**src/design/dacc_defines.svh**
```systemverilog
`ifndef DACC_DEFINES_SVH
`define DACC_DEFINES_SVH
// Register byte offsets
`define DACC_CTRL_OFS 8'h00
`define DACC_DATA_A_OFS 8'h04
`define DACC_DATA_B_OFS 8'h08
`define DACC_STATUS_OFS 8'h0c
`define DACC_IRQ_CLR_OFS 8'h10
`define DACC_IRQ_EN_OFS 8'h14
`define DACC_PRESC_OFS 8'h18
// Field widths and positions
`define DACC_CTRL_W 6
`define DACC_ST_PIN_BIT 8
`define DACC_PSC_SEL_LSB 8
// Reset values
`define DACC_CTRL_RST 6'h00
`define DACC_PSEL_RST 4'h2
`define DACC_CP_RST 8'hff
// Bus answers
`define DACC_RESP_OKAY 2'h0
`define DACC_RESP_SLVERR 2'h2
// Counter bus match to pin change, in clk_sys cycles
`define DACC_CMP_TO_PIN_CYC 3
`endif

```
**src/design/dacc_pkg.sv**
```systemverilog
`default_nettype none
package dacc_pkg;
  typedef enum logic [2:0] {
    channel_disabled_mode = 3'h0,
    input_capture_mode = 3'h1,
    input_pulse_width_mode = 3'h3,
    input_period_mode = 3'h2,
    output_compare_mode = 3'h6,
    output_pulse_width_mode = 3'h7
  } dacc_mode_t;

  typedef enum logic [1:0] {
    dacc_act_none = 2'h0,
    dacc_act_to_a = 2'h1,
    dacc_act_shift = 2'h3,
    dacc_act_to_b = 2'h2
  } dacc_act_t;

  typedef struct packed {
    logic [1:0] edge_sel;
    logic out_level;
    dacc_mode_t mode;
  } dacc_ctrl_t;

  typedef struct packed {
    logic [15:0] value;
    logic upd;
  } dacc_cbus_t;
endpackage : dacc_pkg
`default_nettype wire

```
**src/design/dacc_channel.sv**
```systemverilog
// Decided for this implementation: the address map and the AXI4-Lite interface to the registers.
`include "dacc_defines.svh"
`default_nettype none
module dacc_channel import dacc_pkg::*; (
  // Clock and reset
  input wire logic clk_sys,
  input wire logic rst_n,
  // AXI4-Lite slave
  input wire logic [7:0] s_axi_awaddr,
  input wire logic s_axi_awvalid,
  output logic s_axi_awready,
  input wire logic [31:0] s_axi_wdata,
  input wire logic [3:0] s_axi_wstrb,
  input wire logic s_axi_wvalid,
  output logic s_axi_wready,
  output logic [1:0] s_axi_bresp,
  output logic s_axi_bvalid,
  input wire logic s_axi_bready,
  input wire logic [7:0] s_axi_araddr,
  input wire logic s_axi_arvalid,
  output logic s_axi_arready,
  output logic [31:0] s_axi_rdata,
  output logic [1:0] s_axi_rresp,
  output logic s_axi_rvalid,
  input wire logic s_axi_rready,
  // Shared counter bus
  input wire dacc_cbus_t cbus,
  // External pin
  input wire logic pin_in,
  output logic pin_out,
  output logic pin_oe,
  // Prescale settings for the counter units
  output logic [3:0] prescaler_select_field,
  output logic [7:0] channel_prescale_field,
  // Interrupt
  output logic irq
);

  function automatic logic [31:0] dacc_merge(input logic [31:0] old, input logic [31:0] nw,
                                             input logic [3:0] strb);
    logic [31:0] res;
    res = old;
    for (int i = 0; i < 4; i++) begin
      if (strb[i]) begin
        res[i*8 +: 8] = nw[i*8 +: 8];
      end
    end
    return res;
  endfunction : dacc_merge

  function automatic logic [31:0] dacc_apply(input dacc_act_t act, input logic [15:0] a,
                                             input logic [15:0] b, input logic [15:0] v);
    logic [31:0] res;
    res = {b, a};
    case (act)
      dacc_act_to_a: res = {b, v};
      dacc_act_to_b: res = {v, a};
      dacc_act_shift: res = {a, v};
      default: res = {b, a};
    endcase
    return res;
  endfunction : dacc_apply

  // Bus slave state
  logic aw_hold_reg, aw_hold_next;
  logic [7:0] aw_addr_reg, aw_addr_next;
  logic w_hold_reg, w_hold_next;
  logic [31:0] w_data_reg, w_data_next;
  logic [3:0] w_strb_reg, w_strb_next;
  logic bvalid_reg, bvalid_next;
  logic [1:0] bresp_reg, bresp_next;
  logic rvalid_reg, rvalid_next;
  logic [1:0] rresp_reg, rresp_next;
  logic [31:0] rdata_reg, rdata_next;
  logic do_wr;

  // Channel state
  dacc_ctrl_t ctrl_reg, ctrl_next;
  logic [15:0] data_a_reg, data_a_next;
  logic [15:0] data_b_reg, data_b_next;
  logic [1:0] status_reg, status_next;
  logic [1:0] en_reg, en_next;
  logic [3:0] psel_reg, psel_next;
  logic [7:0] cp_reg, cp_next;
  logic sync1_reg, sync2_reg, sync3_reg;
  dacc_cbus_t cb_q_reg;
  dacc_act_t pend_reg, pend_next, act_now;
  logic [`DACC_CMP_TO_PIN_CYC-2:0] ma_pipe_reg, ma_pipe_next;
  logic [`DACC_CMP_TO_PIN_CYC-2:0] mb_pipe_reg, mb_pipe_next;
  logic pin_out_reg, pin_out_next;
  logic pin_chg_reg, pin_chg_next;
  logic pend_pin_v_reg, pend_pin_v_next;
  logic pend_lvl_reg, pend_lvl_next;
  logic det, rise, fall, active, in_mode, out_mode, match_a, match_b, cb_changed;
  logic evt, req, req_lvl;
  logic [31:0] applied;

  assign s_axi_awready = !aw_hold_reg && !bvalid_reg;
  assign s_axi_wready = !w_hold_reg && !bvalid_reg;
  assign s_axi_bvalid = bvalid_reg;
  assign s_axi_bresp = bresp_reg;
  assign s_axi_arready = !rvalid_reg;
  assign s_axi_rvalid = rvalid_reg;
  assign s_axi_rresp = rresp_reg;
  assign s_axi_rdata = rdata_reg;
  assign do_wr = aw_hold_reg && w_hold_reg && !bvalid_reg;

  // Address and data are taken in either order; the response waits for both
  always_comb begin
    aw_hold_next = aw_hold_reg;
    aw_addr_next = aw_addr_reg;
    w_hold_next = w_hold_reg;
    w_data_next = w_data_reg;
    w_strb_next = w_strb_reg;
    bvalid_next = bvalid_reg;
    bresp_next = bresp_reg;
    rvalid_next = rvalid_reg;
    rresp_next = rresp_reg;
    rdata_next = rdata_reg;
    if (s_axi_awvalid && s_axi_awready) begin
      aw_hold_next = 1'b1;
      aw_addr_next = s_axi_awaddr;
    end
    if (s_axi_wvalid && s_axi_wready) begin
      w_hold_next = 1'b1;
      w_data_next = s_axi_wdata;
      w_strb_next = s_axi_wstrb;
    end
    if (do_wr) begin
      aw_hold_next = 1'b0;
      w_hold_next = 1'b0;
      bvalid_next = 1'b1;
      bresp_next = (aw_addr_reg > `DACC_PRESC_OFS || aw_addr_reg[1:0] != 2'h0) ?
                   `DACC_RESP_SLVERR : `DACC_RESP_OKAY;
    end else if (bvalid_reg && s_axi_bready) begin
      bvalid_next = 1'b0;
    end
    if (s_axi_arvalid && s_axi_arready) begin
      rvalid_next = 1'b1;
      rresp_next = `DACC_RESP_OKAY;
      case (s_axi_araddr)
        `DACC_CTRL_OFS: rdata_next = {26'h0, ctrl_reg};
        `DACC_DATA_A_OFS: rdata_next = {16'h0, data_a_reg};
        `DACC_DATA_B_OFS: rdata_next = {16'h0, data_b_reg};
        `DACC_STATUS_OFS: rdata_next = {23'h0, sync2_reg, 6'h0, status_reg};
        `DACC_IRQ_CLR_OFS: rdata_next = 32'h0;
        `DACC_IRQ_EN_OFS: rdata_next = {30'h0, en_reg};
        `DACC_PRESC_OFS: rdata_next = {20'h0, psel_reg, cp_reg};
        default: begin
          rdata_next = 32'h0;
          rresp_next = `DACC_RESP_SLVERR;
        end
      endcase
    end else if (rvalid_reg && s_axi_rready) begin
      rvalid_next = 1'b0;
    end
  end

  always_ff @(posedge clk_sys or negedge rst_n) begin
    if (!rst_n) begin
      aw_hold_reg <= 1'b0;
      aw_addr_reg <= 8'h00;
      w_hold_reg <= 1'b0;
      w_data_reg <= 32'h0;
      w_strb_reg <= 4'h0;
      bvalid_reg <= 1'b0;
      bresp_reg <= `DACC_RESP_OKAY;
      rvalid_reg <= 1'b0;
      rresp_reg <= `DACC_RESP_OKAY;
      rdata_reg <= 32'h0;
    end else begin
      aw_hold_reg <= aw_hold_next;
      aw_addr_reg <= aw_addr_next;
      w_hold_reg <= w_hold_next;
      w_data_reg <= w_data_next;
      w_strb_reg <= w_strb_next;
      bvalid_reg <= bvalid_next;
      bresp_reg <= bresp_next;
      rvalid_reg <= rvalid_next;
      rresp_reg <= rresp_next;
      rdata_reg <= rdata_next;
    end
  end

  // Edge detect looks only at the second and third stages
  assign rise = sync2_reg && !sync3_reg;
  assign fall = !sync2_reg && sync3_reg;
  assign det = rise || fall;
  assign active = (ctrl_reg.edge_sel[0] && rise) || (ctrl_reg.edge_sel[1] && fall);
  assign in_mode = ctrl_reg.mode inside {input_capture_mode, input_period_mode,
                                         input_pulse_width_mode};
  assign out_mode = ctrl_reg.mode inside {output_compare_mode, output_pulse_width_mode};
  // Matches count once per new bus value, so compare resolution is the bus step
  assign cb_changed = cbus.value != cb_q_reg.value;
  assign match_a = out_mode && cb_changed && cbus.value == data_a_reg;
  assign match_b = out_mode && cb_changed && cbus.value == data_b_reg;
  assign req = out_mode && (ma_pipe_reg[`DACC_CMP_TO_PIN_CYC-2] ||
               mb_pipe_reg[`DACC_CMP_TO_PIN_CYC-2] || pend_pin_v_reg);

  always_comb begin
    ctrl_next = ctrl_reg;
    data_a_next = data_a_reg;
    data_b_next = data_b_reg;
    en_next = en_reg;
    psel_next = psel_reg;
    cp_next = cp_reg;
    status_next = status_reg;
    act_now = dacc_act_none;
    evt = 1'b0;
    applied = {data_b_reg, data_a_reg};
    if (do_wr) begin
      case (aw_addr_reg)
        `DACC_CTRL_OFS: ctrl_next = dacc_ctrl_t'((`DACC_CTRL_W)'(dacc_merge({26'h0, ctrl_reg},
                                    w_data_reg, w_strb_reg)));
        `DACC_DATA_A_OFS: data_a_next = 16'(dacc_merge({16'h0, data_a_reg}, w_data_reg,
                                                       w_strb_reg));
        `DACC_DATA_B_OFS: data_b_next = 16'(dacc_merge({16'h0, data_b_reg}, w_data_reg,
                                                       w_strb_reg));
        `DACC_IRQ_CLR_OFS: if (w_strb_reg[0]) status_next = status_reg & ~w_data_reg[1:0];
        `DACC_IRQ_EN_OFS: if (w_strb_reg[0]) en_next = w_data_reg[1:0];
        `DACC_PRESC_OFS: begin
          {psel_next, cp_next} = 12'(dacc_merge({20'h0, psel_reg, cp_reg}, w_data_reg,
                                                w_strb_reg));
        end
        default: ;
      endcase
    end
    if (in_mode && det) begin
      case (ctrl_reg.mode)
        input_capture_mode: if (active) act_now = dacc_act_to_a;
        input_period_mode: if (active) act_now = dacc_act_shift;
        input_pulse_width_mode: act_now = rise ? dacc_act_to_b : dacc_act_to_a;
        default: act_now = dacc_act_none;
      endcase
      evt = act_now == dacc_act_to_a || act_now == dacc_act_shift;
    end
    // Hardware capture wins over a software write in the same cycle
    pend_next = dacc_act_none;
    if (pend_reg != dacc_act_none) begin
      applied = dacc_apply(pend_reg, data_a_next, data_b_next, cb_q_reg.value);
      {data_b_next, data_a_next} = applied;
    end
    if (act_now != dacc_act_none) begin
      if (cb_q_reg.upd) begin
        pend_next = act_now;
      end else begin
        applied = dacc_apply(act_now, data_a_next, data_b_next, cb_q_reg.value);
        {data_b_next, data_a_next} = applied;
      end
    end
    if (out_mode && ma_pipe_reg[`DACC_CMP_TO_PIN_CYC-2]) begin
      evt = 1'b1;
    end
    // Set wins over clear
    status_next = status_next | {evt && status_reg[0], evt};
  end

  // Output pin path
  always_comb begin
    ma_pipe_next = {ma_pipe_reg[`DACC_CMP_TO_PIN_CYC-3:0], match_a};
    mb_pipe_next = {mb_pipe_reg[`DACC_CMP_TO_PIN_CYC-3:0], match_b};
    req_lvl = pend_lvl_reg;
    if (ctrl_reg.mode == output_pulse_width_mode) begin
      if (mb_pipe_reg[`DACC_CMP_TO_PIN_CYC-2]) begin
        req_lvl = 1'b0;
      end else if (ma_pipe_reg[`DACC_CMP_TO_PIN_CYC-2]) begin
        req_lvl = 1'b1;
      end
    end else if (ma_pipe_reg[`DACC_CMP_TO_PIN_CYC-2]) begin
      req_lvl = ctrl_reg.out_level;
    end
    pin_out_next = out_mode ? pin_out_reg : 1'b0;
    pend_pin_v_next = 1'b0;
    pend_lvl_next = pend_lvl_reg;
    // A change right after a change is held one cycle to keep pulses two cycles wide
    if (req && pin_chg_reg) begin
      pend_pin_v_next = 1'b1;
      pend_lvl_next = req_lvl;
    end else if (req) begin
      pin_out_next = req_lvl;
    end
    pin_chg_next = pin_out_next != pin_out_reg;
  end
  always_ff @(posedge clk_sys or negedge rst_n) begin
    if (!rst_n) begin
      ctrl_reg <= dacc_ctrl_t'(`DACC_CTRL_RST);
      data_a_reg <= 16'h0;
      data_b_reg <= 16'h0;
      status_reg <= 2'h0;
      en_reg <= 2'h0;
      psel_reg <= `DACC_PSEL_RST;
      cp_reg <= `DACC_CP_RST;
      sync1_reg <= 1'b0;
      sync2_reg <= 1'b0;
      sync3_reg <= 1'b0;
      cb_q_reg <= '0;
      pend_reg <= dacc_act_none;
      ma_pipe_reg <= '0;
      mb_pipe_reg <= '0;
      pin_out_reg <= 1'b0;
      pin_chg_reg <= 1'b0;
      pend_pin_v_reg <= 1'b0;
      pend_lvl_reg <= 1'b0;
    end else begin
      ctrl_reg <= ctrl_next;
      data_a_reg <= data_a_next;
      data_b_reg <= data_b_next;
      status_reg <= status_next;
      en_reg <= en_next;
      psel_reg <= psel_next;
      cp_reg <= cp_next;
      sync1_reg <= pin_in;
      sync2_reg <= sync1_reg;
      sync3_reg <= sync2_reg;
      cb_q_reg <= cbus;
      pend_reg <= pend_next;
      ma_pipe_reg <= ma_pipe_next;
      mb_pipe_reg <= mb_pipe_next;
      pin_out_reg <= pin_out_next;
      pin_chg_reg <= pin_chg_next;
      pend_pin_v_reg <= pend_pin_v_next;
      pend_lvl_reg <= pend_lvl_next;
    end
  end
  assign pin_out = pin_out_reg;
  assign pin_oe = out_mode;
  assign prescaler_select_field = psel_reg;
  assign channel_prescale_field = cp_reg;
  assign irq = |(status_reg & en_reg);
endmodule : dacc_channel
`default_nettype wire

```
**config.mk**
```make
export PLATFORM = sky130hd
export DESIGN_NAME = dacc_channel
export DESIGN_NICKNAME = d
export VERILOG_FILES = /design/src/design/dacc_pkg.sv /design/src/design/dacc_channel.sv
export VERILOG_INCLUDE_DIRS = /design/src /design/src/design
export SDC_FILE = /design/constraint.sdc
export NUM_CORES = 1
export LEC_CHECK = 0
export ABC_AREA = 1
export BUFFER_PORTS_ARGS = -buffer_cell sky130_fd_sc_hd__buf_2
export CAP_MARGIN = 0
export CORE_ASPECT_RATIO = 0.6
export CORE_UTILIZATION = 61
export DETAILED_ROUTE_END_ITERATION = 16
export GPL_TIMING_DRIVEN = 1
export PLACE_DENSITY = 0.9
export SLEW_MARGIN = 20
export SYNTH_ARGS = -nofsm -noshare
export SYNTH_HDL_FRONTEND = slang
export SYNTH_SLANG_ARGS = --single-unit
export TNS_END_PERCENT = 100
```
**constraint.sdc**
```tcl
create_clock -name clk_sys -period 3.25 [get_ports clk_sys]
set_input_delay 0.325 -clock clk_sys [delete_from_list [all_inputs] [get_ports clk_sys]]
set_output_delay 0.325 -clock clk_sys [all_outputs]
set_load 0.005 [all_outputs]
```
==> flow_summary.yaml <==
outcome:
  status: "completed"
clock_network:
  cts-root-buf: "clkbuf_16"
  clock_sinks: 132
  cts_max_level: 4
  numCtsBuffers: 17
  cts.clk_slew.worst_paths_ns: 0.06
  cts_hold_buf: 1
  cts_resized: 0
  cts_setup_buffers: 0
  insertion_delay_ns: 0.42
  cts_max_path_buffers: 2
  cts_tree: "yes"
power_and_ir_drop:
  swShare: 0.3606
  power_frac_comb: 0.253
  power.net_switching_uw: 2118
  clkPwrFrac: 0.324
  p_total_uw: 5874
  internal_power_uw: 3756
  vdd_ir_drop_max_v: 0.0005892
  p_per_area_nw_per_um2: 684.3
  leakage_uw: 0.004457
  seq_power_share: 0.423
critical_path:
  rrSetupSlack_ns: 0.84
  crit_path_start: "aw_addr_reg[1]"
  worstSetupEndpointType: "flop"
  critical_path_class: "reg -> reg"
  arrival_ns: 2.74
  reg2reg_depth: 9
  start_kind: "flop"
  critical_path_required_ns: 3.58
  r2r-start: "aw_addr_reg[1]"
  crit_fanout: 12
  r2r-end: "data_b_reg[7]"
timing:
  worst_pin_slew_ns: 0.7712
  finalSetupTns_ns: 0
  maxClockFrequency_ghz: 0.4146
  relSlewSlack: 0.4840
  layout_min_cycle_time_ns: 2.412
  rsz0062_at_grt: "no"
  finalHoldViolCount: 0
  fin_crit_sh: 0.7422
  skew_ns: 0.008947
  drv_slew: 0
  finalSetupViolCount: 0
  worst_hold_slack_ns: 0.01148
yosys:
  synth.largest_area_cell: "dfrtp_1"
  post_synth_most_frequent_cells: "nand2_1, dfrtp_1, inv_1"
  ys_seq_area_frac: 0.4454
  synth_ff_type: "dfrtp_1"
  synth_cells: 981
  synth.most_common_cell: "nand2_1"
  synth-edff-count: 0
  synth_cell_types: 45
  ys_warn_count: 0
  async_flop_share: 1.000
  netlist_area_um2: 7442
  synth.area.top_cells: "dfrtp_1, nand2_1, nand3_1"
  yosysTopAreaCellShare: 0.4136
  ys_ff_latch: 132
  synth.avg_cell_area_um2: 7.586
routing:
  vias: 7419
  wl_per_cell_um: 18.50
  finalWirelength_um: 23140
  viasPerCell: 5.930
  firstDrtPassIters: 7
  drtAntennaViolNets: 0
  drt_iter0_markers: 1020
  drc_errors: 0
cells_and_area:
  finalNonFillerCells: 1251
  final_core_util: 0.7401
  fin_nets: 1157
  n_fill_cell: 861
  largest_reg_flops: 17
  multi_input_area_um2: 3543
  drive_above_1_share: 0.1696
  area_growth_syn_to_layout_pct: 15.35
  seq_area_um2: 3314
  n_antenna_cell: 0
grt:
  gr-total-overflow: 0
  grt_start_max_net_pins: 80
  antenna_found_initial: 1
  grt_pass1_vias: 6864
  grtUsageTotal: 0.3952
  grt_pass1_wl_um: 36910
floorplan:
  die_area_um2: 12660
  coreArea_um2: 11600
  io_pins: 133
  placementRows: 30
  initial_utilization: 0.6416
  die_h_um: 87.56
  dieWidth_um: 144.6
placement:
  io_buffer_count: 96
  placed_cells: 1218
  place_congestion: 1.032
  post-dp-hpwl_um: 16740
min_path:
  hold_class: "in -> reg"
  hold_path_depth: 1
  min_from: "pin_in"
  min_to: "sync1_reg"
job:
  drv_cap: 0
-- logic make-up (layout without fill, tap and decap cells) --
kind of cell,after synthesis,in the layout,synth area share
and+or+nand+nor,517,517,0.3065
buffers and inverters,145,238,0.08709
AOI/OAI and AO/OA,142,142,0.1044
DFF,132,132,0.4454
xor gates and xnor gates,32,32,0.03766
muxes,10,10,0.01513
adders and majority gates,2,2,0.003362
other,1,18,0.0005039
-- layer usage --
metal  track usage  wire [um]  vias to the layer above
li1              -          -                     3352
met2        0.5546       9191                      574
met4        0.1416        753                        0
met1        0.5750       9469                     3405
met5             0          0                        -
met3        0.1225       3727                       88
-- through the flow --
stage | area [um2] | worst slack, ns
after detailed placement | 7993 | 0.9957
after global routing | 8584 | 0.7072
after floorplan | 7506 | 1.566
after global placement | 7993 | 1.052
final | 8584 | 0.8379
after CTS | 8584 | 0.9449
-- critical path, cell delays in order, from the launching register on --
cell and delay [ns]:
dfrtp_1 0.37, nor2_1 0.19, nand2_1 0.13, nor2_1 0.60
nand2_2 0.36, nand2_1 0.14, nand3_1 0.07, nand3_1 0.13
nand2_1 0.10, a21oi_1 0.23
-- placed cells by master, fill, tap and decap left out, types with 17 or more instances in the layout --
| cell | count |
|---|---|
| clkbuf_16 | 17 |
| inv_1 | 94 |
| xor2_1 | 24 |
| nand3_1 | 93 |
| o21ai_0 | 81 |
| a21oi_1 | 36 |
| conb_1 | 18 |
| buf_2 | 95 |
| nand2_1 | 295 |
| dfrtp_1 | 123 |
| nor2_1 | 70 |
-- power groups by stage --
stage | Clock (uW) | Sequential, uW | Combinational (uW)
3_5_place_dp | 0 | 2470 | 1440
6_report | 1900 | 2480 | 1490
4_1_cts | 1900 | 2450 | 1450
3_3_place_gp | 0 | 2460 | 1390
5_1_grt | 1980 | 2510 | 1670
2_1_floorplan | 0 | 2340 | 986
-- layout make-up --
cell class / instances / share of cell area
multi-input combinational: 721 / 0.4128
tap: 160 / 0.02332
inverter: 102 / 0.04460
clock inverter: 15 / 0.01822
timing repair buffer: 104 / 0.06544
clock buffer: 17 / 0.04956
sequential: 132 / 0.3861
-- how the worst max path moves through the flow --
stage,to,slack (ns),depth (start not counted)
after detailed placement,data_b_reg[2],1.0,8
after floorplan,data_b_reg[4],1.57,9
after global placement,s_axi_rdata[1],1.05,10
final,data_b_reg[7],0.84,9
after CTS,data_b_reg[7],0.94,9
after global routing,data_b_reg[2],0.71,8
Note: power is estimated with default switching activity, not from simulation.
